[config.mk]
export PLATFORM = sky130hd
export DESIGN_NAME = plss_top
export DESIGN_NICKNAME = d
export VERILOG_FILES = /design/src/plss_pkg.sv /design/src/plss_top.sv /design/src/plss_timer.sv
export SDC_FILE = /design/constraint.sdc
export NUM_CORES = 2
export LEC_CHECK = 0
export ABC_CLOCK_PERIOD_IN_PS = 6500
export BUFFER_PORTS_ARGS = -buffer_cell sky130_fd_sc_hd__buf_2
export CORE_AREA = 2 2 327 459
export DETAILED_ROUTE_END_ITERATION = 6
export DIE_AREA = 0 0 329 461
export SETUP_SLACK_MARGIN = 0.4
export SYNTH_ARGS = -nofsm -noshare
export SYNTH_HDL_FRONTEND = slang
export SYNTH_HIERARCHICAL = 1
export SYNTH_SLANG_ARGS = --single-unit
[constraint.sdc]
create_clock -name clk -period 6.5 [get_ports clk]
set_input_delay 0.325 -clock clk [delete_from_list [all_inputs] [get_ports clk]]
set_output_delay 0.325 -clock clk [all_outputs]
set_load 0.01 [all_outputs]
[src/plss_pkg.sv]
`default_nettype none

package plss_pkg;

    // Clock and time base.
    localparam int CLK_PERIOD_NS = 10;
    localparam int TIME_STEP_MS = 100;
    localparam int TIME_STEP_CYCLES = (TIME_STEP_MS * 1000000) / CLK_PERIOD_NS;
    localparam int TICK_W = 24;

    // Widths of settings and data.
    localparam int FREQ_W = 16;
    localparam int TIME_W = 16;
    localparam int PCT_W = 7;
    localparam int GAIN_W = 7;
    localparam int LVL_W = 9;

    // Scale divisors: percent, gain in tenths, level in tenths of a percent.
    localparam int PCT_DIV = 100;
    localparam int GAIN_DIV = 10;
    localparam int LVL_DIV = 1000;
    localparam logic [FREQ_W-1:0] FREQ_MAX = 16'hFFFF;
    localparam logic [FREQ_W-1:0] FREQ_ZERO = 16'h0000;
    localparam logic [TIME_W-1:0] TIME_ZERO = 16'h0000;

    // Reset values of settings for software to load.
    localparam logic [PCT_W-1:0] LIMIT_PCT_RESET = 7'h64;
    localparam logic [TIME_W-1:0] FAULT_TIME_RESET = 16'h0258;
    localparam logic [GAIN_W-1:0] GAIN_RESET = 7'h0A;
    localparam logic [LVL_W-1:0] OFFSET_LEVEL_RESET = 9'h064;
    localparam logic [TIME_W-1:0] OFFSET_TIME_RESET = 16'h0032;

    typedef enum logic [1:0] {
        PLSS_ACT_RAMP = 2'h0,
        PLSS_ACT_COAST = 2'h1,
        PLSS_ACT_KEEP = 2'h2
    } plss_action_e;

    typedef enum logic [2:0] {
        PLSS_TGT_OFF = 3'h0,
        PLSS_TGT_KEYPAD = 3'h1,
        PLSS_TGT_ANALOG1 = 3'h2,
        PLSS_TGT_ANALOG2 = 3'h3,
        PLSS_TGT_STORED = 3'h4
    } plss_tgt_e;

    localparam logic PLSS_MIN_FROM_LOOP = 1'b0;
    localparam logic PLSS_MIN_FROM_SETTING = 1'b1;

    typedef enum logic {
        PLSS_RUN = 1'b0,
        PLSS_SLEEP = 1'b1
    } plss_sleep_e;

    typedef struct packed {
        logic [PCT_W-1:0] loop_output_limit_pct;
        logic [TIME_W-1:0] feedback_fault_time;
        plss_action_e feedback_fault_action;
        logic [GAIN_W-1:0] feedback_gain;
        logic [FREQ_W-1:0] stored_target_freq;
        logic [LVL_W-1:0] offset_level;
        logic [TIME_W-1:0] offset_time;
        logic [TIME_W-1:0] sleep_wake_time;
        logic [FREQ_W-1:0] sleep_freq;
        logic [FREQ_W-1:0] wake_freq;
        logic min_freq_source;
        plss_tgt_e target_source_select;
        logic [FREQ_W-1:0] min_output_freq;
        logic [FREQ_W-1:0] max_output_freq;
        logic sleep_enable;
    } plss_cfg_s;

    typedef struct packed {
        logic [FREQ_W-1:0] keypad_target;
        logic [FREQ_W-1:0] analog1_target;
        logic [FREQ_W-1:0] analog2_target;
        logic [FREQ_W-1:0] raw_feedback;
        logic [FREQ_W-1:0] loop_freq;
        logic [FREQ_W-1:0] loop_lower_bound;
        logic [FREQ_W-1:0] output_freq;
        logic analog_fb_abnormal;
        logic encoder_pulse_feedback_abnormal;
        logic loop_active;
    } plss_loop_s;

    typedef struct packed {
        logic [FREQ_W-1:0] loop_cmd;
        logic [FREQ_W-1:0] drive_cmd;
        logic [FREQ_W-1:0] target;
        logic [FREQ_W-1:0] scaled_feedback;
        logic feedback_warning;
        logic stop_ramp;
        logic stop_coast;
        logic offset_alarm;
        logic sleeping;
        logic wake_start;
    } plss_out_s;

endpackage

`default_nettype wire

[src/plss_top.sv]
`timescale 1ns/1ps
`default_nettype none

module plss_top #(
    parameter int TICK_CYCLES = plss_pkg::TIME_STEP_CYCLES
) (
    // Clock and reset.
    input wire logic clk,
    input wire logic arst_n,
    // Settings.
    input wire plss_pkg::plss_cfg_s cfg,
    // Loop controller and feedback.
    input wire plss_pkg::plss_loop_s loop,
    // Speed commands, target, scaled feedback, stop control, alarms and sleep status.
    output plss_pkg::plss_out_s result
);

    typedef struct packed {
        logic [plss_pkg::TICK_W-1:0] tick_cnt;
        logic tick;
        plss_pkg::plss_sleep_e mode;
        plss_pkg::plss_out_s out;
    } plss_state_s;

    // Scales a frequency by a ratio; the result saturates at the full-scale code.
    function automatic logic [plss_pkg::FREQ_W-1:0] scale_freq(
        input logic [plss_pkg::FREQ_W-1:0] freq,
        input logic [9:0] num,
        input int den
    );
        logic [25:0] prod;
        prod = (26'(freq) * 26'(num)) / 26'(den);
        if (prod > 26'(plss_pkg::FREQ_MAX)) begin
            return plss_pkg::FREQ_MAX;
        end
        return prod[plss_pkg::FREQ_W-1:0];
    endfunction

    function automatic logic [plss_pkg::FREQ_W-1:0] abs_diff(
        input logic [plss_pkg::FREQ_W-1:0] a,
        input logic [plss_pkg::FREQ_W-1:0] b
    );
        return (a > b) ? (a - b) : (b - a);
    endfunction

    logic rst_meta;
    logic rst_n;
    plss_state_s state;
    plss_state_s next_state;

    logic fault_hold;
    logic fault_expired;
    logic offset_hold;
    logic offset_expired;
    logic sleep_hold;
    logic sleep_expired;
    logic wake_hold;
    logic wake_expired;

    logic [plss_pkg::FREQ_W-1:0] limit_freq;
    logic [plss_pkg::FREQ_W-1:0] clamped;
    logic [plss_pkg::FREQ_W-1:0] floor_freq;
    logic [plss_pkg::FREQ_W-1:0] target;
    logic [plss_pkg::FREQ_W-1:0] scaled_fb;
    logic [plss_pkg::FREQ_W-1:0] offset_limit;
    logic [plss_pkg::FREQ_W-1:0] shaped;
    logic sleep_ok;

    // The reset is released through two flops so that all logic leaves reset on one edge.
    always_ff @(posedge clk or negedge arst_n) begin
        if (!arst_n) begin
            rst_meta <= 1'b0;
            rst_n <= 1'b0;
        end else begin
            rst_meta <= 1'b1;
            rst_n <= rst_meta;
        end
    end

    always_comb begin
        limit_freq = scale_freq(cfg.max_output_freq, 10'(cfg.loop_output_limit_pct), plss_pkg::PCT_DIV);
        clamped = (loop.loop_freq > limit_freq) ? limit_freq : loop.loop_freq;
        // A single scaled value feeds both the offset check and the scaled feedback output.
        scaled_fb = scale_freq(loop.raw_feedback, 10'(cfg.feedback_gain), plss_pkg::GAIN_DIV);
        offset_limit = scale_freq(cfg.max_output_freq, 10'(cfg.offset_level), plss_pkg::LVL_DIV);
        if (cfg.min_freq_source == plss_pkg::PLSS_MIN_FROM_SETTING) begin
            floor_freq = cfg.min_output_freq;
        end else begin
            floor_freq = loop.loop_lower_bound;
        end
        case (cfg.target_source_select)
            plss_pkg::PLSS_TGT_KEYPAD: target = loop.keypad_target;
            plss_pkg::PLSS_TGT_ANALOG1: target = loop.analog1_target;
            plss_pkg::PLSS_TGT_ANALOG2: target = loop.analog2_target;
            plss_pkg::PLSS_TGT_STORED: target = cfg.stored_target_freq;
            default: target = plss_pkg::FREQ_ZERO;
        endcase
    end

    // Timer conditions.
    assign fault_hold = loop.loop_active && (cfg.feedback_fault_time != plss_pkg::TIME_ZERO)
        && (loop.analog_fb_abnormal || loop.encoder_pulse_feedback_abnormal);
    assign offset_hold = loop.loop_active && (abs_diff(target, scaled_fb) > offset_limit);
    assign sleep_hold = cfg.sleep_enable && (state.mode == plss_pkg::PLSS_RUN)
        && (loop.output_freq <= cfg.sleep_freq);
    assign wake_hold = (state.mode == plss_pkg::PLSS_SLEEP) && (clamped > cfg.wake_freq);
    assign sleep_ok = sleep_expired || (state.mode == plss_pkg::PLSS_SLEEP);

    plss_timer u_fault_timer (
        .clk(clk),
        .rst_n(rst_n),
        .tick(state.tick),
        .hold(fault_hold),
        .limit(cfg.feedback_fault_time),
        .expired(fault_expired)
    );

    plss_timer u_offset_timer (
        .clk(clk),
        .rst_n(rst_n),
        .tick(state.tick),
        .hold(offset_hold),
        .limit(cfg.offset_time),
        .expired(offset_expired)
    );

    plss_timer u_sleep_timer (
        .clk(clk),
        .rst_n(rst_n),
        .tick(state.tick),
        .hold(sleep_hold),
        .limit(cfg.sleep_wake_time),
        .expired(sleep_expired)
    );

    plss_timer u_wake_timer (
        .clk(clk),
        .rst_n(rst_n),
        .tick(state.tick),
        .hold(wake_hold),
        .limit(cfg.sleep_wake_time),
        .expired(wake_expired)
    );

    // Shaping of the command near the floor.
    always_comb begin
        if (clamped < cfg.min_output_freq) begin
            if (!cfg.sleep_enable || sleep_ok) begin
                shaped = plss_pkg::FREQ_ZERO;
            end else begin
                shaped = floor_freq;
            end
        end else if (clamped < floor_freq) begin
            if (cfg.sleep_enable && sleep_ok) begin
                shaped = plss_pkg::FREQ_ZERO;
            end else begin
                shaped = floor_freq;
            end
        end else begin
            shaped = clamped;
        end
    end

    always_comb begin
        next_state = state;
        next_state.tick = 1'b0;
        next_state.out.wake_start = 1'b0;
        if (state.tick_cnt == plss_pkg::TICK_W'(TICK_CYCLES - 1)) begin
            next_state.tick_cnt = '0;
            next_state.tick = 1'b1;
        end else begin
            next_state.tick_cnt = state.tick_cnt + 24'h000001;
        end

        case (state.mode)
            plss_pkg::PLSS_RUN: begin
                if (sleep_expired) begin
                    next_state.mode = plss_pkg::PLSS_SLEEP;
                end
            end
            plss_pkg::PLSS_SLEEP: begin
                if (wake_expired || !cfg.sleep_enable) begin
                    next_state.mode = plss_pkg::PLSS_RUN;
                    next_state.out.wake_start = 1'b1;
                end
            end
            default: next_state.mode = plss_pkg::PLSS_RUN;
        endcase

        // The loop command keeps tracking while asleep so the wake test sees live data.
        next_state.out.loop_cmd = clamped;
        if (next_state.mode == plss_pkg::PLSS_SLEEP) begin
            next_state.out.drive_cmd = plss_pkg::FREQ_ZERO;
        end else if (next_state.out.wake_start) begin
            next_state.out.drive_cmd = cfg.min_output_freq;
        end else begin
            next_state.out.drive_cmd = shaped;
        end
        next_state.out.sleeping = (next_state.mode == plss_pkg::PLSS_SLEEP);
        next_state.out.target = target;
        next_state.out.scaled_feedback = scaled_fb;
        next_state.out.feedback_warning = fault_expired;
        next_state.out.stop_ramp = fault_expired
            && (cfg.feedback_fault_action == plss_pkg::PLSS_ACT_RAMP);
        next_state.out.stop_coast = fault_expired
            && (cfg.feedback_fault_action == plss_pkg::PLSS_ACT_COAST);
        next_state.out.offset_alarm = offset_expired;
    end

    always_ff @(posedge clk or negedge rst_n) begin
        if (!rst_n) begin
            state <= '0;
        end else begin
            state <= next_state;
        end
    end

    assign result = state.out;

endmodule

`default_nettype wire

[src/plss_timer.sv]
`timescale 1ns/1ps
`default_nettype none

// Counts time steps while a condition holds; drops to zero when it fails.
module plss_timer (
    // Clock and reset.
    input wire logic clk,
    input wire logic rst_n,
    // Time base and condition.
    input wire logic tick,
    input wire logic hold,
    input wire logic [plss_pkg::TIME_W-1:0] limit,
    // Result.
    output logic expired
);

    typedef struct packed {
        logic [plss_pkg::TIME_W-1:0] count;
    } plss_timer_s;

    plss_timer_s state;
    plss_timer_s next_state;

    always_comb begin
        next_state = state;
        if (!hold) begin
            next_state.count = plss_pkg::TIME_ZERO;
        end else if (tick && state.count < limit) begin
            next_state.count = state.count + 16'h0001;
        end
    end

    always_ff @(posedge clk or negedge rst_n) begin
        if (!rst_n) begin
            state <= '0;
        end else begin
            state <= next_state;
        end
    end

    assign expired = hold && (state.count >= limit);

endmodule

`default_nettype wire

== After elaboration in Yosys (flattened, before gate mapping) ==
Index checks and enable logic that the tools add are counted.
Cells by class
  $add $sub $neg: 7
  multiply operators: 3
  div/mod/pow operators: 3
  $lt $le $gt $ge: 18
  equal/unequal tests: 10
  mux-type cells: 34
  bitwise operators: 1
  reductions and logical operators: 24
Operators by type and width (count)
  $mux 16: 23
  $lt 16x16->1: 6
  $gt 26x16->1 const B: 3
  $add 16x1->16 const B: 4
  $ge 16x16->1: 4
  $gt 16x16->1: 4
  $pmux 16 s4: 1
  $mul 16x7->23: 2
  $sub 16x16->16: 2
  $div 23x4->26 const B: 1
  $div 23x7->26 const B: 1
  $div 25x10->26 const B: 1
  $mul 16x9->25: 1
  $add 24x1->24 const B: 1
  $eq 24x24->1 const B: 1
  $mux 24: 1
  $logic_and 1x1->1: 17
  $le 16x16->1: 1
  $reduce_bool 16->1: 1
  $mux 1: 8
  $ne 2x2->1 const B: 4
  $eq 3x2->1 const B: 2
  $logic_or 1x1->1: 4
  $eq 3x1->1 const B: 1
  6 further kinds: 6
Word-level totals
  register bits after elaboration: 161
  input port bits: 275
  output and inout port bits: 70
  logic and storage cells: 118

== Logic depth before layout (Yosys ltp) ==
  word-level depth: 15
  gate-level depth with buffers: 92
  gate-level depth less buffers: 82

== By module ==
The synthesis kept the hierarchy.
By module, submodules not included
  plss_top: times used 1, cells an instance 3866, area an instance 30042.6 um^2, seq. area each 2427.3 um^2
  plss_timer: times used 4, cells an instance 151, area an instance 1303.8 um^2, seq. area each 400.4 um^2

== Least setup slack after synthesis ==
OpenSTA, ideal clock, no wires.
  path type: input port to flip-flop
  start point: input cfg[5] (netlist bit)
  end point: register state, in the netlist result[51]
  library setup time: 0.087 ns
  arrival time: 18.073 ns
  data required time: 6.413 ns
  slack: -11.660 ns
  stages: 86
  path buffers: 7
  cell sequence: clkbuf_1 -> nand2_1 -> fa_1 -> inv_1 -> fa_1 -> fa_1 -> fa_1 -> ha_1 -> a211oi_1 -> nor2_1 -> or3_1 -> o2111ai_1 -> o211ai_1 -> a2111oi_1 -> o22ai_1 -> and2_1 -> buf_2 -> nand4_1 -> [... 50 more ...] -> o21ai_0 -> nand2b_1 -> a21oi_1 -> nor2b_1 -> o21ai_0 -> nand2b_1 -> a21oi_1 -> or3_1 -> a21oi_1 -> clkbuf_1 -> inv_1 -> clkbuf_1 -> a21oi_1 -> inv_1 -> a21boi_1 -> clkbuf_1 -> nand2_1 -> o211ai_1
RTL lines
  start, declared: line plss_top.sv:11  | input wire plss_pkg::plss_cfg_s cfg,
  end signal, assigned: line plss_top.sv:214  | state <= next_state;
  end, declared: line plss_top.sv:48  | plss_state_s state;

==> impl_metrics.json <==
{
  "grt_pass1_wl_um": 204000,
  "most-common-layout-cells": "buf_4, nand2_1, inv_1",
  "synth_ff_type": "dfrtp_1",
  "hold_depth": 3,
  "hold_start": "cfg[21]",
  "netlist_area_mm2": 0.0353,
  "cp.arrival_ns": 17.02,
  "ys_types": 131,
  "drive_gt1_frac": 0.407,
  "syn_area_per_cell_um2": 7.89,
  "timing.rr.end": "result[41]",
  "period_needed_ns": 16.68,
  "numClockSinks": 161,
  "finalClockSkew_ns": 0.0118,
  "via_count": 39700,
  "setup_viol": 83,
  "min_path_type": "in -> reg",
  "setup_tns_ns": -677.69,
  "die_x_um": 329,
  "rsz0062_at_grt": "true",
  "numCtsBuffers": 17,
  "layout_commonest_cell": "buf_4",
  "grt_max_degree": 125,
  "synthArstFlopShare": 1.00,
  "ys_seq_area_frac": 0.114,
  "critPathMaxFanout": 16,
  "row_count": 167,
  "yosysWarnings": 6,
  "critPathSlowestCell": "fa_2",
  "placed_area_mm2": 0.0484,
  "worst-setup-path-type": "in -> reg",
  "synth_nets": 5305,
  "slowest_delay_ns": 0.57,
  "synth-edff-count": 0,
  "grt_use_total": 0.163,
  "r2r_cells": 10,
  "final_nets": 6872,
  "vias_per_cell": 4.96,
  "routedWlPerCell_um": 16.1,
  "grt_pass1_vias": 40600,
  "area_growth_syn_to_layout_pct": 52.0,
  "die_area_mm2": 0.152,
  "dpl.hpwl_um": 104000,
  "clock_path_buffers": 2,
  "required_ns": 6.84,
  "gp_congestion": 0.922,
  "crit_top_cell": "buf_4",
  "instances_no_fill": 8000,
  "fin_ws_ns": -10.18,
  "pre_cts_ws_ns": -11.04,
  "antenna_found_initial": 18,
  "violations": "negative setup slack",
  "tightest_slew_ns": 1.16,
  "die_h_um": 461,
  "htreeDepth": 4,
  "hold-path-endpoint": "result[42]",
  "clk_pin_slew_ns": 0.06,
  "cts_root_buf": "clkbuf_16",
  "core-area_mm2": 0.147,
  "first_iter_violations": 2064,
  "cts_tree": "done",
  "slew_headroom": 0.223,
  "fin_area_mm2": 0.0536,
  "status": "finished, violations left",
  "io_pins": 345,
  "fillers": 14900,
  "start_util": 0.239,
  "timing.fmax_mhz": 59.9,
  "synth_seq_cells": 161,
  "worst_setup_path_end_kind": "flip-flop",
  "reg2reg_from": "u_sleep_timer/state[1]",
  "worst-r2r-setup-slack_ns": 3.59,
  "routed_wirelength_um": 128000,
  "max_cap_viol_count": 0,
  "overflow": 0,
  "dp.cells": 7682,
  "slew_violations": 0,
  "drtAntennaViolNets": 0,
  "drt_pass1_iterations": 5,
  "drc_errors": 0,
  "io_buffer_count": 344,
  "syn_inst": 4470,
  "hold_viol_final": 0,
  "cp-start-kind": "input pin",
  "period_share": 2.57,
  "clk_latency_ns": 0.49
}
[logic make-up (layout without fill, tap and decap cells)]
family	after synthesis	count (layout)	synth area share
xor+xnor	166	166	0.0418
fa+ha+maj	568	568	0.252
simple gates	1554	1554	0.224
other cells	1	8	0.000106
mux	123	123	0.0376
compound gates	1215	1216	0.247
flops	161	161	0.114
buf+inv	682	2261	0.0833
[cells in the mapped netlist (all sizes together) (22+ instances only)]
cell type / instances / share of area
a211oi: 57 / 0.012
a21o: 83 / 0.018
a21oi: 270 / 0.041
a22oi: 29 / 0.0062
a31oi: 50 / 0.0092
and2: 188 / 0.033
and3: 41 / 0.0073
buf: 119 / 0.023
clkbuf: 121 / 0.013
dfrtp: 161 / 0.11
fa: 239 / 0.14
ha: 321 / 0.11
inv: 442 / 0.047
mux2: 26 / 0.0084
mux2i: 95 / 0.028
nand2: 467 / 0.050
nand2b: 49 / 0.0087
nand3: 125 / 0.018
nand4: 68 / 0.012
nor2: 272 / 0.029
nor2b: 41 / 0.0081
nor3: 86 / 0.013
nor4: 50 / 0.0092
o211ai: 63 / 0.015
o21a: 48 / 0.010
o21ai: 209 / 0.030
o21bai: 22 / 0.0047
o221ai: 30 / 0.0075
o22ai: 25 / 0.0044
o31ai: 50 / 0.011
or2: 33 / 0.0059
or3: 46 / 0.0083
or4: 29 / 0.0063
xnor2: 114 / 0.029
xor2: 52 / 0.013
[layer usage]
metal,vias up,global-route usage,share of wire
li1,19100,-,-
met1,19200,0.189,0.40
met2,1054,0.302,0.51
met3,268,0.0263,0.059
met4,20,0.0522,0.030
met5,-,0,0.00098
[critical path, delay by kind of cell]
kind,cells,cell delay (ns)
AO/OA/AOI/OAI,25,5.45
buffers and inverters,40,5.12
adder cells (fa/ha/maj),5,2.30
multiplexers,7,2.00
AND/OR/NAND/NOR,10,1.81
[cell type report]
type	instances	area [um^2]	area share
multi-input combinational	3628	31600	0.589
timing repair inverter	1	16.3	0.000303
clock buffer	18	429	0.00801
sequential	161	4030	0.0752
clock inverter	14	139	0.00259
tap	1943	2430	0.0454
inverter	442	1680	0.0313
antenna	7	17.5	0.000327
timing repair buffer	1786	13300	0.248
[metrics by stage]
stage,utilization,hold WS [ns]
global route,0.364,0.0920
finish,0.364,0.0972
CTS,0.354,0.0576
floorplan,-,0.0294
detailed placement,0.328,0.124
global placement,0.328,0.125
[sequential cells by signal, indices dropped and copies added, names as in the netlist]
name / count
result: 70
rst_meta: 1
rst_n: 1
state: 25
u_fault_timer/state: 16
u_offset_timer/state: 16
u_sleep_timer/state: 16
u_wake_timer/state: 16
[how the worst max path moves through the flow]
| stage | from | endpoint | slack [ns] | cells after the start |
|---|---|---|---|---|
| 2_1_floorplan | cfg[8] | result[51] | -9.99 | 85 |
| 3_3_place_gp | cfg[154] | result[48] | -10.85 | 83 |
| 3_5_place_dp | cfg[154] | result[46] | -11.04 | 81 |
| 4_1_cts | cfg[155] | result[45] | -9.66 | 88 |
| 5_1_grt | cfg[156] | result[45] | -10.90 | 91 |
| 6_report | cfg[155] | result[45] | -10.18 | 87 |
[timing repair]
action | 4_1_cts | 5_1_grt
pin swaps | 146 | 143
gates resized for setup | 335 | 240
setup buffers | 220 | 48
endpoints found under the setup margin | 83 | 83
hold endpoints to repair | 3 | 0
cloned | 7 | 1
hold buffers | 3 | 0
Power is not shown: default switching activity piles up to over one toggle a cycle in this logic, so the estimate is an artifact.
